<file path="config.mk">
export PLATFORM = sky130hd
export DESIGN_NAME = unbrx_top
export DESIGN_NICKNAME = d
export VERILOG_FILES = /design/src/logic/unbrx_pkg.sv /design/src/logic/unbrx_fifo_if.sv /design/src/logic/unbrx_fifo.sv /design/src/logic/unbrx_top.sv
export SDC_FILE = /design/constraint.sdc
export NUM_CORES = 1
export LEC_CHECK = 0
export BUFFER_PORTS_ARGS = -buffer_cell sky130_fd_sc_hd__clkbuf_2
export CORE_AREA = 5 5 141 143
export CTS_BUF_LIST = sky130_fd_sc_hd__clkbuf_16
export DETAILED_ROUTE_END_ITERATION = 7
export DIE_AREA = 0 0 146 148
export PLACE_DENSITY = 0.83
export SYNTH_ARGS = -nofsm -noshare
export SYNTH_HDL_FRONTEND = slang
export SYNTH_SLANG_ARGS = --single-unit
</file>
<file path="constraint.sdc">
create_clock -name sys_clk_i -period 3.8 [get_ports sys_clk_i]
set_input_delay 0.76 -clock sys_clk_i [delete_from_list [all_inputs] [get_ports sys_clk_i]]
set_output_delay 0.76 -clock sys_clk_i [all_outputs]
set_load 0.01 [all_outputs]
</file>
<file path="src/logic/unbrx_pkg.sv">
// Shared constants and types for the nine-bit UART receiver and its baud generator
// Functional notes
// - Start on falling edge, sampled at 16x
// - Start loads 1FFh, clears bit counter
// - Majority of samples at states 7-9
// - Nonzero start bit aborts, search again
// - Shift left; start at MSB ends frame
// - Complete if filter off or ninth=1, flag clear
// - Ninth bit, byte stored, done flag set
// - Else drop frame; rearm one bit later
// - Stop bit value affects nothing
// - Fixed rate is 2^doubler times osc/64
// - Timer1 rate 2^doubler times overflow/32
// - Timer2 generator needs both selects set
// - Timer2 counts osc/2, reloads on overflow
// - Timer2 rate osc/(32*(65536-reload))
// - Timer2 overflow sets no flag/interrupt
// - Both selects clear: timer1 is source
// - Frame: start, 8 data LSB first, ninth, stop
// - Variable mode equals fixed mode otherwise
package unbrx_pkg;

    // Receive shift register
    localparam int         SHREG_W      = 9;
    localparam logic [8:0] SHREG_INIT   = 9'h1FF;
    localparam int         DATA_W       = 8;

    // Divide-by-16 bit-time counter
    localparam int         CNT_W        = 4;
    localparam logic [3:0] CNT_CLEAR    = 4'h0;
    localparam logic [3:0] CNT_SAMP_A   = 4'h7;
    localparam logic [3:0] CNT_SAMP_B   = 4'h8;
    localparam logic [3:0] CNT_SAMP_C   = 4'h9;

    // Fixed rate: 16x tick every 4 clocks, or 2 when doubled
    localparam logic [1:0] FIX_LAST     = 2'h3;
    localparam logic [1:0] FIX_LAST_DBL = 2'h1;

    // Timer 1: counts once per 12 clocks, 8-bit auto reload
    localparam logic [3:0] T1_PRE_LAST  = 4'hB;
    localparam logic [7:0] T1_TOP       = 8'hFF;

    // Timer 2: counts once per 2 clocks, 16-bit reload
    localparam logic [15:0] T2_TOP      = 16'hFFFF;

    // Received word FIFO
    localparam int         FIFO_W       = 9;
    localparam int         FIFO_D       = 16;

    // Receiver states
    typedef enum logic [1:0] {
        UNBRX_IDLE = 2'b00,
        UNBRX_RECV = 2'b01,
        UNBRX_HOLD = 2'b10
    } unbrx_state_t;

endpackage

</file>
<file path="src/logic/unbrx_fifo_if.sv">
// Carrier between the receiver and its word FIFO
`timescale 1ns/1ps
interface unbrx_fifo_if #(
    parameter int W = 9
);
    logic         push_valid;  // Word offered
    logic         push_ready;  // Room for a word
    logic [W-1:0] push_data;   // Offered word
    logic         pop_valid;   // Word available
    logic         pop_ready;   // Word taken
    logic [W-1:0] pop_data;    // Head word

    // FIFO end
    modport store (input push_valid, push_data, pop_ready,
                   output push_ready, pop_valid, pop_data);
    // Receiver end
    modport user (output push_valid, push_data, pop_ready,
                  input push_ready, pop_valid, pop_data);
endinterface

</file>
<file path="src/logic/unbrx_fifo.sv">
// Synchronous word FIFO with valid and ready on both sides
`timescale 1ns/1ps
module unbrx_fifo #(
    parameter int W = 9,
    parameter int D = 16
) (
    // Clock and reset
    input  wire logic     sys_clk_i,
    input  wire logic     nrst_i,
    // Both sides of the queue
    unbrx_fifo_if.store   fifo
);
    localparam int AW = $clog2(D);

    typedef struct packed {
        logic [D-1:0][W-1:0] mem;    // Storage
        logic [AW-1:0]       wr;     // Write pointer
        logic [AW-1:0]       rd;     // Read pointer
        logic [AW:0]         count;  // Words held
    } unbrx_fifo_st_t;

    unbrx_fifo_st_t q;  // Registered state
    unbrx_fifo_st_t d;  // Next state
    logic           do_push;
    logic           do_pop;

    // Handshakes and next state
    always_comb begin
        d       = q;
        do_push = fifo.push_valid && (q.count != (AW+1)'(D));
        do_pop  = fifo.pop_ready && (q.count != '0);
        // Store a word
        if (do_push) begin
            d.mem[q.wr] = fifo.push_data;
            d.wr        = q.wr + 1'b1;
        end
        // Drop the head word
        if (do_pop) begin
            d.rd = q.rd + 1'b1;
        end
        // Track fill level
        if (do_push && !do_pop) begin
            d.count = q.count + 1'b1;
        end else if (do_pop && !do_push) begin
            d.count = q.count - 1'b1;
        end
    end

    assign fifo.push_ready = (q.count != (AW+1)'(D));
    assign fifo.pop_valid  = (q.count != '0);
    assign fifo.pop_data   = q.mem[q.rd];

    // State register
    always_ff @(posedge sys_clk_i or negedge nrst_i) begin
        if (!nrst_i) begin
            q <= '0;
        end else begin
            q <= d;
        end
    end
endmodule

</file>
<file path="src/logic/unbrx_top.sv">
// Nine-bit UART receive path with fixed, timer-1 and timer-2 baud sources
`timescale 1ns/1ps
module unbrx_top (
    // Clock and reset
    input  wire logic                         sys_clk_i,
    input  wire logic                         nrst_i,
    // Serial line
    input  wire logic                         rx_pin_i,
    // Mode and filter configuration
    input  wire logic                         variable_rate_i,
    input  wire logic                         baud_doubler_i,
    input  wire logic                         multiproc_filter_enable_i,
    input  wire logic                         receive_done_clear_i,
    // Timer 1 configuration
    input  wire logic                         timer1_run_i,
    input  wire logic [7:0]                   timer1_reload_byte_i,
    // Timer 2 configuration
    input  wire logic                         timer2_run_bit_i,
    input  wire logic                         transmit_clock_select_i,
    input  wire logic                         receive_clock_select_i,
    input  wire logic [7:0]                   timer2_reload_high_i,
    input  wire logic [7:0]                   timer2_reload_low_i,
    // Software-visible receive state
    output logic [unbrx_pkg::DATA_W-1:0]      serial_buffer_o,
    output logic                              received_ninth_bit_o,
    output logic                              receive_done_flag_o,
    // Received word stream
    output logic [unbrx_pkg::FIFO_W-1:0]      rx_word_o,
    output logic                              rx_word_valid_o,
    input  wire logic                         rx_word_ready_i
);
    import unbrx_pkg::*;

    // Overview of operation
    // One clock drives everything; the pin is taken as synchronous
    // A single 16x sample tick paces the receiver
    // Tick source chosen by variable_rate_i and the two clock selects
    // Fixed mode: tick every 4 clocks, every 2 when doubled
    // Timer 1: prescale by 12, 8-bit count, reload on overflow
    // Timer 1 overflow halved into a tick unless doubled
    // Timer 2: count every second clock, 16-bit reload on overflow
    // Timer 2 overflow is one tick; it raises no flag of its own
    // Timer 2 held at its reload while stopped or not selected
    // So the first period after start is a full reload period
    // Receiver idle: watches for a falling edge between two ticks
    // Edge found: register preset to all ones, counter cleared
    // Each bit: samples at counter states 7, 8 and 9
    // Vote at state 9: two of three samples decide the bit
    // Start bit voted high: back to idle, line history set high
    // Valid bits shift in from the right, ones leave on the left
    // Start bit at the top position marks the ninth data bit
    // Final shift: frame kept if filter off or ninth bit high
    // Frame also needs the done flag clear to be kept
    // Kept frame: buffer, ninth bit and done flag updated
    // Kept frame: one word pushed into the FIFO as well
    // Dropped frame: no flag change and no word
    // One bit time after the final shift: back to idle
    // Stop bit level never changes buffer, ninth bit or flag
    // Done flag is sticky until receive_done_clear_i
    // Clear and set in one cycle: set wins
    // Stream side: FIFO of 16 words plus one output register
    // FIFO full: new start edges ignored until room appears
    // Output register holds its word until ready is seen
    // Hazards and limits
    // No input synchroniser: pin must already be in this domain
    // Mixed clock selects fall back to timer 1
    // Changing the source mid-frame corrupts that frame
    // Timer 1 free-runs while timer1_run_i is high
    // Reload inputs are read at overflow; timer 2 also loads its reload while stopped or not selected
    // Rate changes take effect at the next overflow
    // All outputs are flip-flops of the state struct
    // Whole state is one packed struct, one next-state copy
    // Reset puts the receiver idle with a high line history
    // Shift register resets to all ones, as after a preset
    // Everything else resets to zero

    // Whole state of the block
    typedef struct packed {
        unbrx_state_t        state;      // Receiver state
        logic [CNT_W-1:0]    cnt;        // Divide-by-16 counter
        logic                prev;       // Pin level at last tick
        logic                samp_a;     // Sample at state 7
        logic                samp_b;     // Sample at state 8
        logic                first;      // Next bit is the start bit
        logic [SHREG_W-1:0]  shreg;      // Input shift register
        logic [DATA_W-1:0]   serial_buffer;       // Serial buffer
        logic                ninth;      // Received ninth bit
        logic                done;       // Receive-done flag
        logic                tick;       // 16x sample tick
        logic [1:0]          fix_div;    // Fixed-rate divider
        logic [3:0]          t1_pre;     // Timer 1 prescaler
        logic [7:0]          t1_cnt;     // Timer 1 count low byte
        logic                t1_half;    // Overflow halver
        logic                t2_pre;     // Timer 2 prescaler
        logic [15:0]         t2_cnt;     // Timer 2 count
        logic                out_valid;  // Stream output valid
        logic [FIFO_W-1:0]   out_data;   // Stream output word
    } unbrx_st_t;

    unbrx_st_t q;          // Registered state
    unbrx_st_t d;          // Next state
    logic      t2_gen;     // Timer 2 is the baud generator
    logic      t1_ovf;     // Timer 1 overflow this cycle
    logic      t2_ovf;     // Timer 2 overflow this cycle
    logic      majority;   // Voted bit value
    logic      final_sh;   // This sample is the final shift
    logic      accept;     // Frame passes completion checks
    logic [DATA_W-1:0] byte_rev;  // Data byte in LSB order

    // FIFO carrier
    unbrx_fifo_if #(.W(FIFO_W)) fq ();

    // Word FIFO between completed frames and the stream port
    unbrx_fifo #(
        .W (FIFO_W),
        .D (FIFO_D)
    ) u_fifo (
        .sys_clk_i (sys_clk_i),
        .nrst_i    (nrst_i),
        .fifo      (fq.store)
    );

    // Byte reordering, first received bit to bit 0
    // LSB first into bit 0
    for (genvar i = 0; i < DATA_W; i++) begin : g_rev
        assign byte_rev[i] = q.shreg[DATA_W-1-i];
    end

    // Baud source selection and sample tick generation
    always_comb begin
        t2_gen = transmit_clock_select_i && receive_clock_select_i;
        t1_ovf = 1'b0;
        t2_ovf = 1'b0;
        d      = q;
        d.tick = 1'b0;

        if (q.fix_div == (baud_doubler_i ? FIX_LAST_DBL : FIX_LAST)) begin
            d.fix_div = 2'h0;
        end else begin
            d.fix_div = q.fix_div + 2'h1;
        end

        // Timer 1, one count per 12 clocks
        if (timer1_run_i) begin
            if (q.t1_pre == T1_PRE_LAST) begin
                d.t1_pre = 4'h0;
                // Auto reload from the reload byte
                if (q.t1_cnt == T1_TOP) begin
                    d.t1_cnt = timer1_reload_byte_i;
                    t1_ovf   = 1'b1;
                end else begin
                    d.t1_cnt = q.t1_cnt + 8'h01;
                end
            end else begin
                d.t1_pre = q.t1_pre + 4'h1;
            end
        end

        // timer 2 counts at half clock
        if (timer2_run_bit_i && t2_gen) begin
            d.t2_pre = ~q.t2_pre;
            if (q.t2_pre) begin
                // Overflow reloads, no flag raised
                // no overflow flag exists
                if (q.t2_cnt == T2_TOP) begin
                    d.t2_cnt = {timer2_reload_high_i, timer2_reload_low_i};
                    t2_ovf   = 1'b1;
                end else begin
                    d.t2_cnt = q.t2_cnt + 16'h0001;
                end
            end
        end else begin
            // Stopped: preset to reload, so the first period is full
            d.t2_pre = 1'b0;
            d.t2_cnt = {timer2_reload_high_i, timer2_reload_low_i};
        end

        // Tick selection per source
        // same receiver for every rate
        // timer 1 unless both selects set
        if (!variable_rate_i) begin
            d.tick = (q.fix_div == (baud_doubler_i ? FIX_LAST_DBL : FIX_LAST));
        end else if (t2_gen) begin
            // one tick per timer 2 overflow
            d.tick = t2_ovf;
        end else if (t1_ovf) begin
            d.t1_half = ~q.t1_half;
            d.tick    = baud_doubler_i || q.t1_half;
        end

        // Receiver defaults
        majority = (q.samp_a & q.samp_b) | (q.samp_a & rx_pin_i) | (q.samp_b & rx_pin_i);
        final_sh = ~q.shreg[SHREG_W-1];
        accept   = (!multiproc_filter_enable_i || majority) && !q.done;

        // Push strobe only at a kept final shift
        fq.push_valid = 1'b0;
        // Word is always ninth bit over data byte
        fq.push_data  = {majority, byte_rev};

        if (receive_done_clear_i) begin
            d.done = 1'b0;
        end

        // Receiver, advancing on each tick
        if (q.tick) begin
            d.cnt  = q.cnt + 4'h1;
            d.prev = rx_pin_i;
            case (q.state)
                UNBRX_IDLE: begin
                    if (q.prev && !rx_pin_i && fq.push_ready) begin
                        d.shreg = SHREG_INIT;
                        d.cnt   = CNT_CLEAR;
                        d.first = 1'b1;
                        d.state = UNBRX_RECV;
                    end
                end
                UNBRX_RECV: begin
                    // samples at states 7 and 8
                    if (q.cnt == CNT_SAMP_A) begin
                        d.samp_a = rx_pin_i;
                    end
                    if (q.cnt == CNT_SAMP_B) begin
                        d.samp_b = rx_pin_i;
                    end
                    if (q.cnt == CNT_SAMP_C) begin
                        d.first = 1'b0;
                        if (q.first && majority) begin
                            d.state = UNBRX_IDLE;
                            d.prev  = 1'b1;
                        end else if (final_sh) begin
                            d.shreg = {q.shreg[SHREG_W-2:0], majority};
                            d.state = UNBRX_HOLD;
                            if (accept) begin
                                d.serial_buffer        = byte_rev;
                                d.ninth       = majority;
                                d.done        = 1'b1;
                                fq.push_valid = 1'b1;
                            end
                        end else begin
                            d.shreg = {q.shreg[SHREG_W-2:0], majority};
                        end
                    end
                end
                UNBRX_HOLD: begin
                    // stop bit level is not used
                    if (q.cnt == CNT_SAMP_C) begin
                        d.state = UNBRX_IDLE;
                        d.prev  = rx_pin_i;
                    end
                end
                default: begin
                    d.state = UNBRX_IDLE;
                end
            endcase
        end

        // Output stage fed from the FIFO head
        fq.pop_ready = !q.out_valid || rx_word_ready_i;
        if (fq.pop_ready) begin
            d.out_valid = fq.pop_valid;
            d.out_data  = fq.pop_data;
        end
    end

    // State register
    always_ff @(posedge sys_clk_i or negedge nrst_i) begin
        if (!nrst_i) begin
            q       <= '0;
            q.state <= UNBRX_IDLE;
            q.prev  <= 1'b1;
            q.shreg <= SHREG_INIT;
        end else begin
            q <= d;
        end
    end

    // Outputs straight from flip-flops
    // Software-visible receive state
    assign serial_buffer_o      = q.serial_buffer;
    assign received_ninth_bit_o = q.ninth;
    assign receive_done_flag_o  = q.done;
    // Stream port
    assign rx_word_o            = q.out_data;
    assign rx_word_valid_o      = q.out_valid;
endmodule

</file>
# Yosys cells after proc, flatten, opt, wreduce, memory -nomap -nowiden
# Index checks and enable logic that the tools add are counted.
# W data, S select, Z words.
[word_totals] register_bits=229 out_inout_bits=20 elab_cells=156 input_bits=36
[op_classes] n_eq_ne=16 mux=48 magnitude_cmp=3 n_bitwise=10 add_sub_neg=9 n_reduce_logical=32
[ops] operator="$bwmux W144" n=1
[ops] operator="$bmux W9 S4" n=1
[ops] operator="$demux W9 S4" n=1
[ops] operator="$mux W16" n=2
[ops] operator="$mux W10" n=3
[ops] operator="$mux W1" n=21
[ops] operator="$mux W20" n=1
[ops] operator="$pmux W10 S2" n=1
[ops] operator="$mux W19" n=1
[ops] operator="$mux W9" n=2
[ops] operator="$mux W17" n=1
[ops] operator="$add A16 B1 Y16 const B" n=1
[ops] operator="$add A4 B1 Y4 const B" n=4
[ops] operator="$eq A16 B16 Y1 const B" n=1
[ops] operator="$eq A4 B4 Y1 const B" n=3
[ops] operator="$mux W2" n=6
[ops] operator="$logic_and A1 B1 Y1" n=11
[ops] operator="$lt A4 B5 Y1 const B" n=2
[ops] operator="$mux W5" n=2
[ops] operator="$ne A2 B2 Y1 const B" n=5
[ops] operator="$reduce_and A5 Y1" n=2
[ops] operator="$reduce_and A3 Y1" n=3
[ops] operator="$add A8 B1 Y8 const B" n=1
[ops] operator="$eq A8 B8 Y1 const B" n=1
[ops] operator="other kinds (25)" n=41

# Depth between registers and ports, before layout
[logic_depth] ltp_word=16 mapped_depth=17 depth_no_buf=15

# Hierarchy
# From an unflattened synthesis, not the netlist that was laid out.
[hier_totals] cells_unflattened=897 hier_area_um2=11319.6
[by_module_without_submodules] mod="unbrx_fifo" instances=1 area_each_um2=7527.2 cells_per_inst=519 seq_area_each_um2=3928.8
[by_module_without_submodules] mod="unbrx_top" instances=1 area_each_um2=3792.4 cells_per_inst=378 seq_area_each_um2=1814.2

# Least setup slack after synthesis
# No wires, ideal clock.
[synth_timing] path_kind="input to register" startpoint="input port rx_pin_i" endpoint="register u_fifo.q[4] (netlist name)" setup_ns=0.125 t_arrival_ns=3.236 stages=15 path_slack_ns=0.439 n_path_buf=2 required_ns=3.675 cell_sequence="maj3_2 > mux2i_1 > and3_1 > buf_6 > buf_6 > nand2_1 > inv_1 > ha_1 > inv_1 > fa_1 > a21o_1 > a21oi_1 > xnor2_1 > nor2_1 > xor2_1"
[synth_between] elab_chain_cells=15 elab_cells_between_ends=19 cone_classes="mux (7); bitwise (4); reduce/logical (8)"
[synth_lines] element="start: declaration" line="unbrx_top.sv:8" rtl="input wire logic rx_pin_i,"
[synth_lines] element="$and A1 B1 Y1" line="unbrx_top.sv:192" rtl="majority = (q.samp_a & q.samp_b) | (q.samp_a & rx_pin_i) | (q.samp_b & rx_pin_i);"
[synth_lines] element="$or A1 B1 Y1" line="unbrx_top.sv:192"
[synth_lines] element="$or A1 B1 Y1 (*)" line="unbrx_top.sv:192"
[synth_lines] element="$logic_or A1 B1 Y1" line="unbrx_top.sv:194" rtl="accept = (!multiproc_filter_enable_i || majority) && !q.done;"
[synth_lines] element="$logic_and A1 B1 Y1" line="unbrx_top.sv:194"
[synth_lines] element="$mux W1" line="unbrx_top.sv:234" rtl="if (accept) begin"
[synth_lines] element="$mux W1" line="unbrx_top.sv:231" rtl="end else if (final_sh) begin"
[synth_lines] element="$mux W1 (*)" line="unbrx_top.sv:228" rtl="if (q.first && majority) begin"
[synth_lines] element="$mux W1 (*)" line="unbrx_top.sv:226" rtl="if (q.cnt == CNT_SAMP_C) begin"
[synth_lines] element="$mux W1 (*)" line="unbrx_top.sv:209" rtl="case (q.state)"
[synth_lines] element="$mux W1 (*)" line="unbrx_top.sv:206" rtl="if (q.tick) begin"
[synth_lines] element="$logic_and A1 B1 Y1 (*)" line="unbrx_fifo.sv:30" rtl="do_push = fifo.push_valid && (q.count != (AW+1)'(D));"
[synth_lines] element="via u_fifo.do_push" line="unbrx_fifo.sv:24" rtl="logic do_push;"
[synth_lines] element="$logic_not A1 Y1" line="unbrx_fifo.sv:44" rtl="end else if (do_pop && !do_push) begin"
[synth_lines] element="$logic_and A1 B1 Y1" line="unbrx_fifo.sv:44"
[synth_lines] element="$reduce_bool A2 Y1 (no line)"
[synth_lines] element="end signal: assignment" line="unbrx_fifo.sv:56" rtl="q <= '0;"
[synth_lines] element="end signal: assignment" line="unbrx_fifo.sv:58" rtl="q <= d;"
[synth_lines] element="end: declaration" line="unbrx_fifo.sv:22" rtl="unbrx_fifo_st_t q;"
# The timed path passes the listed nets; every way through them passes the cells marked *.
# A chain may end at the register's enable or synchronous reset.

# Final worst setup path
[layout_timing] startpoint="register u_fifo.q[0] (netlist name)" endpoint="register u_fifo.q[4] (netlist name)"
[layout_between] elab_chain_cells=5 elab_cells_between_ends=13 cone_classes="add/sub (2); eq/ne (1); mux (2); reduce/logical (8)"
[layout_lines] element="parallel branches: the longest is 5 deep, another holds $sub A5 B1 Y5"
# Parallel ways; which one is timed is not known. The select of a mux whose other input is x is not followed.

==> results.yml <==
routing:
  vias: 7208
  ant_nets: 0
  drc: 0
  routed_via_density: 6.24
  drt-initial-drc-count: 536
  wl_um: 23600
  wl_per_cell_um: 20.4
  first_pass_iters: 5
worst_setup_path:
  critPathBufInv: 2
  critical_path.max_fanout: 5
  cpMaxStageDelayCell: "or4_1"
  worstPathCellList: "or4_1, nor2_1, nor2_1, inv_1, ha_1, inv_1, fa_1, a21o_1, a21oi_1, xnor2_1, nor2_1, xor2_1"
  worstSetupPathType: "reg2reg"
  arrival_ns: 3.41
  worstSetupStartpointType: "flip-flop"
  cp_top_family: "simple AND/OR/NAND/NOR gates"
  end_kind: "flip-flop"
  crit_top_cell: "nor2_1"
  crit_required_ns: 4.19
  critPathMaxStageDelay_ns: 0.53
yosys:
  syn_area_um2: 11100
  syn_avg_cell_area_um2: 12.7
  synth_area_leaders: "dfrtp_1 (49%), mux2_2 (15%), mux4_2 (7.3%), dfstp_2 (2.4%), ha_1 (1.7%)"
  synth_nets: 930
  synth-main-ff-cell: "dfrtp_1"
  netlist.area_leader.share_pct: 49.2
  synth-edff-count: 0
  syn_inst: 878
  synth_top_area_cell: "dfrtp_1"
  ys_async_sr_fraction_pct: 100
  ys_seq_area_share_pct: 51.5
  ys_ff_latch: 229
  ys_types: 59
  yosysWarnings: 0
floorplanning:
  die_y_um: 148
  initial_core_util_pct: 60.4
  die_area_um2: 21600
  io_pins: 56
  die_w_um: 146
  core_area_um2: 18500
  rows: 50
sta:
  hold_viol: 0
  fin_crit_ns: 3.01
  hold_slack_ns: 0.160
  fin_crit_sh_pct: 79.3
  clock_skew_ns: 0.0157
  setup_viol: 0
  slew_headroom_pct: 24.9
  max_freq_mhz: 332
  drv_slew: 0
  setup-tns-final_ns: 0
  tightest_slew_ns: 1.11
  rsz0062_at_grt: "false"
cts:
  cts.repair.resized: 0
  cts-root-buf: "clkbuf_16"
  ctsHtreeMaxLevel: 1
  clock_sinks: 229
  postCtsSetupBuffers: 0
  numCtsBuffers: 25
  path_clk_slew_ns: 0.06
  cts_tree: "yes"
  clk_latency_ns: 0.52
  cts_hold_buffers: 0
  clockBufferDepth: 3
grt:
  gr-total-overflow: 0
  antenna_found_initial: 0
  grt_pass1_wl_um: 39000
  grt_max_degree: 79
  grt_usage_pct: 22.0
  grt_pass1_vias: 7536
place:
  hpwl_um: 15600
  place_congestion: 0.839
  port_buffers: 55
  place_inst: 1112
power_and_ir_drop:
  cellPowerDensity_nw_per_um2: 506
  p_total_uw: 6180
  leakage_uw: 0.00600
  irDropWorstVdd_mv: 0.446
cells_and_area:
  final_common_cell: "dfrtp_1"
  layout.nets: 957
  area_growth_pct: 9.74
  final_cells: 1156
  diodes: 0
  drive_above_1_share_pct: 34.4
  layout_common_cells: "dfrtp_1 (218), mux2_2 (152), clkbuf_2 (54)"
min_path:
  hold_path_class: "in2async"
outcome:
  status: "finished, final reports clean"
job:
  cap_violations: 0
==> registers in the layout (all words and copies together), names as in the netlist <==
name	count
receive_done_flag_o	1
u_fifo.q	157
q	44
serial_buffer_o	8
byte_rev	8
received_ninth_bit_o	1
rx_word_o	9
rx_word_valid_o	1
==> report_power, final <==
group	switching, µW	internal, µW	total, µW
logic	518	499	1020
registers	358	2620	2980
clock network	932	1250	2180
total	1810	4380	6180
==> cell usage after synthesis, types with 11 or more instances <==
| master | n |
|---|---|
| a21oi_1 | 26 |
| buf_4 | 19 |
| clkbuf_1 | 30 |
| dfrtp_1 | 219 |
| ha_1 | 15 |
| inv_1 | 25 |
| mux2_2 | 152 |
| mux2i_1 | 14 |
| mux4_2 | 36 |
| nand2_1 | 45 |
| nand3_1 | 18 |
| nand4_1 | 11 |
| nor2_1 | 45 |
| nor2b_1 | 20 |
| nor3_1 | 15 |
| o21ai_0 | 28 |
| xnor2_1 | 13 |
==> logic make-up after synthesis <==
family	share of synthesized area (%)
compound gates	6.21
xor+xnor	1.34
fa+ha+maj	1.96
buf+inv	3.99
flops	51.5
mux	24.2
simple gates	10.8
==> per-layer routing <==
| metal | routed length, µm | track usage (%) |
|---|---|---|
| met4 | 651 | 6.16 |
| met5 | 0 | 0 |
| met3 | 1120 | 3.65 |
| met2 | 11800 | 37.2 |
| met1 | 10100 | 29.8 |
==> area by class of cell <==
| cell class | instances | area (µm²) |
|---|---|---|
| fill | 1314 | 6230 |
| timing repair buffer | 68 | 408 |
| tap | 234 | 293 |
| sequential | 229 | 5740 |
| clock inverter | 19 | 108 |
| clock buffer | 25 | 626 |
| multi-input combinational | 556 | 4960 |
| inverter | 25 | 93.8 |
==> final timing paths <==
kind | start | cells past startpoint | to | slack (ns)
setup / recovery | u_fifo.q[0] | 12 | u_fifo.q[4] | 0.79
hold / removal | nrst_i | 1 | u_fifo.q[125] | 0.16
min in group sys_clk_i | q[40] | 1 | q[40] | 0.45
hold reg to reg | q[40] | 1 | q[40] | 0.45
max in group asynchronous | nrst_i | 2 | q[65] | 2.77
setup reg to reg | u_fifo.q[0] | 12 | u_fifo.q[4] | 0.79
==> through the flow <==
stage	area, µm²	util [%]	setup slack [ns]
after floorplan	11100	-	0.439
after detailed placement	11500	62.3	0.497
after global routing	12200	66.3	0.553
after CTS	12200	66.3	0.802
after global placement	11500	62.3	0.589
final	12200	66.3	0.786
Note: power is estimated with default switching activity, not from simulation.
